## src/inc/sld_pkg.sv

```systemverilog
// shared constants and types of the serial segment driver
`default_nettype none

package sld_pkg;

    localparam int          SEG_COUNT     = 35;
    localparam int          FRAME_CLOCKS  = 36;
    localparam int          PIN_COUNT     = 3;
    // index of the output that the enable variant gives up
    localparam int          SEG_EN_SLOT   = 34;

    localparam logic [5:0]  CNT_ZERO      = 6'h00;
    localparam logic [5:0]  CNT_ONE       = 6'h01;
    // rises seen before the 36th clock of a frame
    localparam logic [5:0]  CNT_LAST      = 6'h23;

    localparam logic [34:0] SEG_OFF       = 35'h0;

    // serial clock limit and the least period it allows
    localparam int          SCLK_MAX_KHZ  = 500;
    localparam int          CLK_KHZ       = 40000;
    localparam int          SCLK_MIN_CYC  =
        (CLK_KHZ + SCLK_MAX_KHZ - 1) / SCLK_MAX_KHZ;

    typedef enum logic [1:0] {
        SLD_IDLE  = 2'b00,
        SLD_SHIFT = 2'b01,
        SLD_LOAD  = 2'b10
    } sld_state_e;

    typedef struct packed {
        logic sclk;
        logic sdata;
        logic enable;
    } sld_pins_s;

endpackage

`default_nettype wire

```

## src/verilog/sld_pin_filter.sv

```systemverilog
// three-stage synchroniser and agreement filter for the serial pins
`default_nettype none

module sld_pin_filter (
    input  wire logic              clk,
    input  wire logic              reset_n,
    input  wire sld_pkg::sld_pins_s pins_in,
    output var  sld_pkg::sld_pins_s pins_out
);

    logic [sld_pkg::PIN_COUNT-1:0] raw;
    logic [sld_pkg::PIN_COUNT-1:0] filt;

    assign raw      = pins_in;
    assign pins_out = filt;

    genvar g;
    generate
        for (g = 0; g < sld_pkg::PIN_COUNT; g = g + 1) begin : g_pin
            logic s1;
            logic s2;
            logic s3;
            logic lvl;
            logic next_lvl;

            // a level only counts once two later stages agree
            always_comb begin
                next_lvl = (s2 == s3) ? s3 : lvl;
            end

            always_ff @(posedge clk or negedge reset_n) begin
                if (!reset_n) begin
                    s1  <= 1'b0;
                    s2  <= 1'b0;
                    s3  <= 1'b0;
                    lvl <= 1'b0;
                end else begin
                    s1  <= raw[g];
                    s2  <= s1;
                    s3  <= s2;
                    lvl <= next_lvl;
                end
            end

            assign filt[g] = lvl;
        end
    endgenerate

endmodule

`default_nettype wire

```

## src/verilog/sld_segment_driver.sv

```systemverilog
// serial-in latched segment driver: frame decode, shift stages, latches
`default_nettype none

module sld_segment_driver #(
    parameter bit ENABLE_VARIANT = 1'b0
) (
    input  wire logic        clk,
    input  wire logic        reset_n,
    input  wire logic        serial_clk,
    input  wire logic        serial_data,
    input  wire logic        data_enable,
    output logic      [34:0] segment_on,
    output logic             load_pulse,
    output logic             clear_pulse
);

    sld_pkg::sld_pins_s  pins_raw;
    sld_pkg::sld_pins_s  pins;
    sld_pkg::sld_state_e state;
    sld_pkg::sld_state_e next_state;
    logic          [5:0] count;
    logic          [5:0] next_count;
    logic         [34:0] shreg;
    logic         [34:0] next_shreg;
    logic         [34:0] next_segment;
    logic                next_load;
    logic                next_clear;
    logic                sclk_q;
    logic                gate;
    logic                rise;
    logic                fall;
    logic         [34:0] shifted;
    logic         [34:0] mapped;

    assign pins_raw.sclk   = serial_clk;
    assign pins_raw.sdata  = serial_data;
    assign pins_raw.enable = data_enable;

    sld_pin_filter u_filter (
        .clk      (clk),
        .reset_n  (reset_n),
        .pins_in  (pins_raw),
        .pins_out (pins)
    );

    // a deselected driver sees no edges, so lines may be shared
    assign gate = !ENABLE_VARIANT || pins.enable;
    assign rise = gate && pins.sclk && !sclk_q;
    assign fall = gate && !pins.sclk && sclk_q;

    // the last data bit enters on the same edge that loads the latches
    assign shifted = {shreg[33:0], pins.sdata};

    genvar g;
    generate
        for (g = 0; g < sld_pkg::SEG_COUNT; g = g + 1) begin : g_map
            if (ENABLE_VARIANT && g == sld_pkg::SEG_EN_SLOT) begin : g_en
                assign mapped[g] = 1'b0;
            end else begin : g_seg
                // earliest bit sits deepest in the shift chain
                assign mapped[g] = shifted[sld_pkg::SEG_COUNT-1-g];
            end
        end
    endgenerate

    always_comb begin
        next_state   = state;
        next_count   = count;
        next_shreg   = shreg;
        next_segment = segment_on;
        next_load    = 1'b0;
        next_clear   = 1'b0;
        unique case (state)
            sld_pkg::SLD_IDLE: begin
                // zeros before a leading one are not a frame
                if (rise && pins.sdata) begin
                    next_state = sld_pkg::SLD_SHIFT;
                    next_count = sld_pkg::CNT_ONE;
                end
            end
            sld_pkg::SLD_SHIFT: begin
                if (rise) begin
                    next_shreg = shifted;
                    if (count == sld_pkg::CNT_LAST) begin
                        // latch bits follow the data: one is on
                        next_segment = mapped;
                        next_load    = 1'b1;
                        next_state   = sld_pkg::SLD_LOAD;
                    end else begin
                        next_count = count + sld_pkg::CNT_ONE;
                    end
                end
            end
            sld_pkg::SLD_LOAD: begin
                // a short frame never reaches here and stays uncleared
                if (fall) begin
                    next_shreg = sld_pkg::SEG_OFF;
                    next_count = sld_pkg::CNT_ZERO;
                    next_clear = 1'b1;
                    // start capture is untouched, next rise may start
                    next_state = sld_pkg::SLD_IDLE;
                end
            end
            default: begin
                next_state = sld_pkg::SLD_IDLE;
                next_count = sld_pkg::CNT_ZERO;
            end
        endcase
    end

    always_ff @(posedge clk or negedge reset_n) begin
        if (!reset_n) begin
            state       <= sld_pkg::SLD_IDLE;
            count       <= sld_pkg::CNT_ZERO;
            shreg       <= sld_pkg::SEG_OFF;
            segment_on  <= sld_pkg::SEG_OFF;
            load_pulse  <= 1'b0;
            clear_pulse <= 1'b0;
            sclk_q      <= 1'b0;
        end else begin
            state       <= next_state;
            count       <= next_count;
            shreg       <= next_shreg;
            segment_on  <= next_segment;
            load_pulse  <= next_load;
            clear_pulse <= next_clear;
            sclk_q      <= pins.sclk;
        end
    end
endmodule

`default_nettype wire

```

## config.mk

```make
export PLATFORM = sky130hd
export DESIGN_NAME = sld_segment_driver
export DESIGN_NICKNAME = d
export VERILOG_FILES = /design/src/inc/sld_pkg.sv /design/src/verilog/sld_pin_filter.sv /design/src/verilog/sld_segment_driver.sv
export SDC_FILE = /design/constraint.sdc
export NUM_CORES = 1
export LEC_CHECK = 0
export ABC_AREA = 0
export BUFFER_PORTS_ARGS = -buffer_cell sky130_fd_sc_hd__buf_2
export CAP_MARGIN = 25
export CELL_PAD_IN_SITES_DETAIL_PLACEMENT = 1
export CELL_PAD_IN_SITES_GLOBAL_PLACEMENT = 1
export CORE_UTILIZATION = 47
export CTS_CLUSTER_DIAMETER = 200
export DETAILED_ROUTE_END_ITERATION = 10
export HOLD_SLACK_MARGIN = 0.08
export PLACE_DENSITY = 0.76
export SLEW_MARGIN = 20
export SYNTH_ARGS = -nofsm -noshare
export SYNTH_HDL_FRONTEND = slang
export SYNTH_SLANG_ARGS = --single-unit
```

## constraint.sdc

```tcl
create_clock -name clk -period 2.4 [get_ports clk]
set_input_delay 0.48 -clock clk [delete_from_list [all_inputs] [get_ports clk]]
set_output_delay 0.48 -clock clk [all_outputs]
set_load 0.03 [all_outputs]
```

==> flow_metrics.tcl <==
set metrics [dict create \
    reg2reg_slack_ns 0.19 \
    crit_buf_inv 0 \
    critPathMaxFanout 36 \
    hold_slack_ns 0.1266 \
    path_clk_slew_ns 0.09 \
    place_area_sq_um 3861 \
    synthAdderAreaFrac 0.009018 \
    synth_top_family_by_area "multiplexers" \
    fillers 782 \
    gp_congestion 0.7848 \
    synthMuxAreaShare 0.1478 \
    endpoint "segment_on[4]" \
    die_width_microns 89.61 \
    setup.worst_path.end_class "flop" \
    die-area_sq_um 8029 \
    syn_area_sq_um 3607 \
    avgSynthCellArea_sq_um 12.48 \
    grtUsageTotal 0.2076 \
    syn2layout_area_growth_pct 13.56 \
    dp.cells 417 \
    critical_path.top_delay_family "simple AND/OR/NAND/NOR gates" \
    grt_pass1_wl_microns 12190 \
    drc 0 \
    core.rowCount 31 \
    finalClockSkew_ns 0.009528 \
    cp.arrival_ns 2.45 \
    synth-edff-count 0 \
    worst_slew_pin_slew_ns 0.7700 \
    combPwrFrac 0.101 \
    r2r-start "count[0]" \
    hold_buffers 0 \
    critPathSlowestCell "dfrtp_1" \
    layout_setup_ws_ns 0.1902 \
    overflow 0 \
    worstSkewPairLatency_ns 0.36 \
    vias_per_cell 5.282 \
    drive_gt1_frac 0.3114 \
    crit_chain "ha_1 > nor4b_2 > and2_1 > nand2_8 > mux2_4" \
    ant_nets 0 \
    core_area_sq_um 7331 \
    dpl_worst_slack_ns 0.2470 \
    internal-power_mw 2.407 \
    holdCritPathClass "input pin to asynchronous set/reset pin" \
    worstSetupStartpointType "flop" \
    setup_violations 0 \
    total_leakage_power_nw 2.101 \
    swShare 0.2771 \
    finalHoldViolCount 0 \
    relSlewSlack 0.4844 \
    rsz0062_at_grt "false" \
    cts_tree "yes" \
    htreeDepth 3 \
    utilization 0.5588 \
    synthCells 289 \
    ios 42 \
    cts-resized-gates 0 \
    fp.dieH_microns 89.61 \
    grt_pass1_vias 2441 \
    crit_cells 5 \
    diodes 0 \
    critical_path_class "flop to flop" \
    wire_per_inst_microns 16.87 \
    dp_hpwl_microns 4312 \
    ir_worst_vdd_uv 366.8 \
    p_per_area_nw_per_um2 812.7 \
    pwr-share-clk 0.360 \
    drv_cap 0 \
    run_status "completed" \
    grt_max_degree 50 \
    slew_violations 0 \
    cts_setup_buffers 0 \
    numPortBuffers 40 \
    antenna_found_initial 0 \
    crit_start "count[0]" \
    drtIter0Drc 149 \
    cp.required_ns 2.64 \
    synth_area_leaders "dfrtp_1, mux2_4, nand2_1" \
    firstDrtPassIters 4 \
    numCtsBuffers 9 \
    synth_compound_area_frac 0.08151 \
    fmax_mhz 452.5 \
    pwr-share-seq 0.539 \
    yosysTopAreaCellShare 0.6105 \
    synth_ff_type "dfrtp_1" \
    p_sw_mw 0.9225 \
    yosysMostFrequentCell "dfrtp_1" \
    finalCritPeriodShare 0.9208 \
    synthArstFlopShare 1.000 \
    synth_xor_xnor_area_share 0 \
    crit_path_max_incr_delay_ns 0.42 \
    synth_fp_nets 295 \
    rr_worst_depth 5 \
    fin_setup_tns_ns 0 \
    synth-simple-area-share 0.1145 \
    final_area_sq_um 4096 \
    cts.sinks 88 \
    ys_types 36 \
    r2r-end "segment_on[4]" \
    cts-root-buf "clkbuf_8" \
    yosys.area.top_type "dfrtp_1" \
    clockBufferDepth 2 \
    start_util 0.4921 \
    routed_wl_microns 7305 \
    nets 335 \
    yosysSeqAreaShare 0.6105 \
    num_vias 2287 \
    synth_seq_cells 88 \
    synth_common_cells "dfrtp_1, nand2_1, o21ai_0" \
    fin_crit_ns 2.210 \
    ys.warnings.count 0 \
    stdcell_count 433 \
    power_mw 3.329 \
]
power by group through the flow:
stage | logic [mW] | registers, mW | clock network, mW
after global routing | 0.392 | 1.82 | 1.29
after CTS | 0.343 | 1.79 | 1.23
after floorplan | 0.239 | 1.77 | 0
final | 0.336 | 1.79 | 1.20
after global placement | 0.309 | 1.81 | 0
after detailed placement | 0.334 | 1.82 | 0
cell type report:
| type | count | area, sq um | share of cell area |
|---|---|---|---|
| Sequential cell | 88 | 2202 | 0.5376 |
| Multi-Input combinational cell | 183 | 1275 | 0.3112 |
| Timing Repair Buffer | 45 | 252.7 | 0.06170 |
| Clock buffer | 10 | 137.6 | 0.03360 |
| Tap cell | 99 | 123.9 | 0.03024 |
| Clock inverter | 6 | 97.59 | 0.02382 |
| Inverter | 2 | 7.507 | 0.001833 |
routing by layer:
metal	up-vias	track usage	wire length, microns
li1	1056	-	-
met1	1187	0.2785	3369
met2	35	0.3278	3619
met3	9	0.04205	192
met4	0	0.09380	124
met5	-	0	0
registers in the layout, indices dropped and copies added (netlist names):
register / cells
clear_pulse: 1
count: 6
load_pulse: 1
sclk_q: 1
segment_on: 35
shreg: 34
state: 2
u_filter.g_pin.lvl: 2
u_filter.g_pin.s1: 2
u_filter.g_pin.s2: 2
u_filter.g_pin.s3: 2
worst min path at each step:
| stage | end | slack [ns] | cells after the start |
|---|---|---|---|
| after global routing | segment_on[1] | 0.17 | 1 |
| after floorplan | clear_pulse | 0.18 | 0 |
| after global placement | u_filter.g_pin[1].s2 | 0.33 | 0 |
| after detailed placement | u_filter.g_pin[1].s2 | 0.34 | 0 |
| after CTS | shreg[27] | 0.14 | 1 |
| final | segment_on[1] | 0.13 | 1 |
kinds of logic after synthesis:
family | after synthesis
and+or+nand+nor | 91
DFF | 88
AOI/OAI and AO/OA | 51
muxes | 38
buffers and inverters | 18
adders and majority gates | 3
placed cells by master (no fill, tap or decap), drive strengths merged, types with 2 or more instances in the layout:
cell type,instances
nand3b,2
and2,2
nor2,2
nor2b,2
buf,45
o21ai,35
clkbuf,10
and3,2
bufinv,2
a21oi,5
inv,5
mux2i,3
nand2,73
a31oi,2
nand4,2
mux2,35
o2bb2ai,2
nand2b,3
maj3,2
dfrtp,88
worst register-to-register path, delay by kind of cell (launching register included):
family | cells | cell delay [ns]
adders and majority gates | 1 | 0.27
DFF | 1 | 0.42
muxes | 1 | 0.40
and+or+nand+nor | 3 | 1.01
Note: power is estimated with default switching activity, not from simulation.
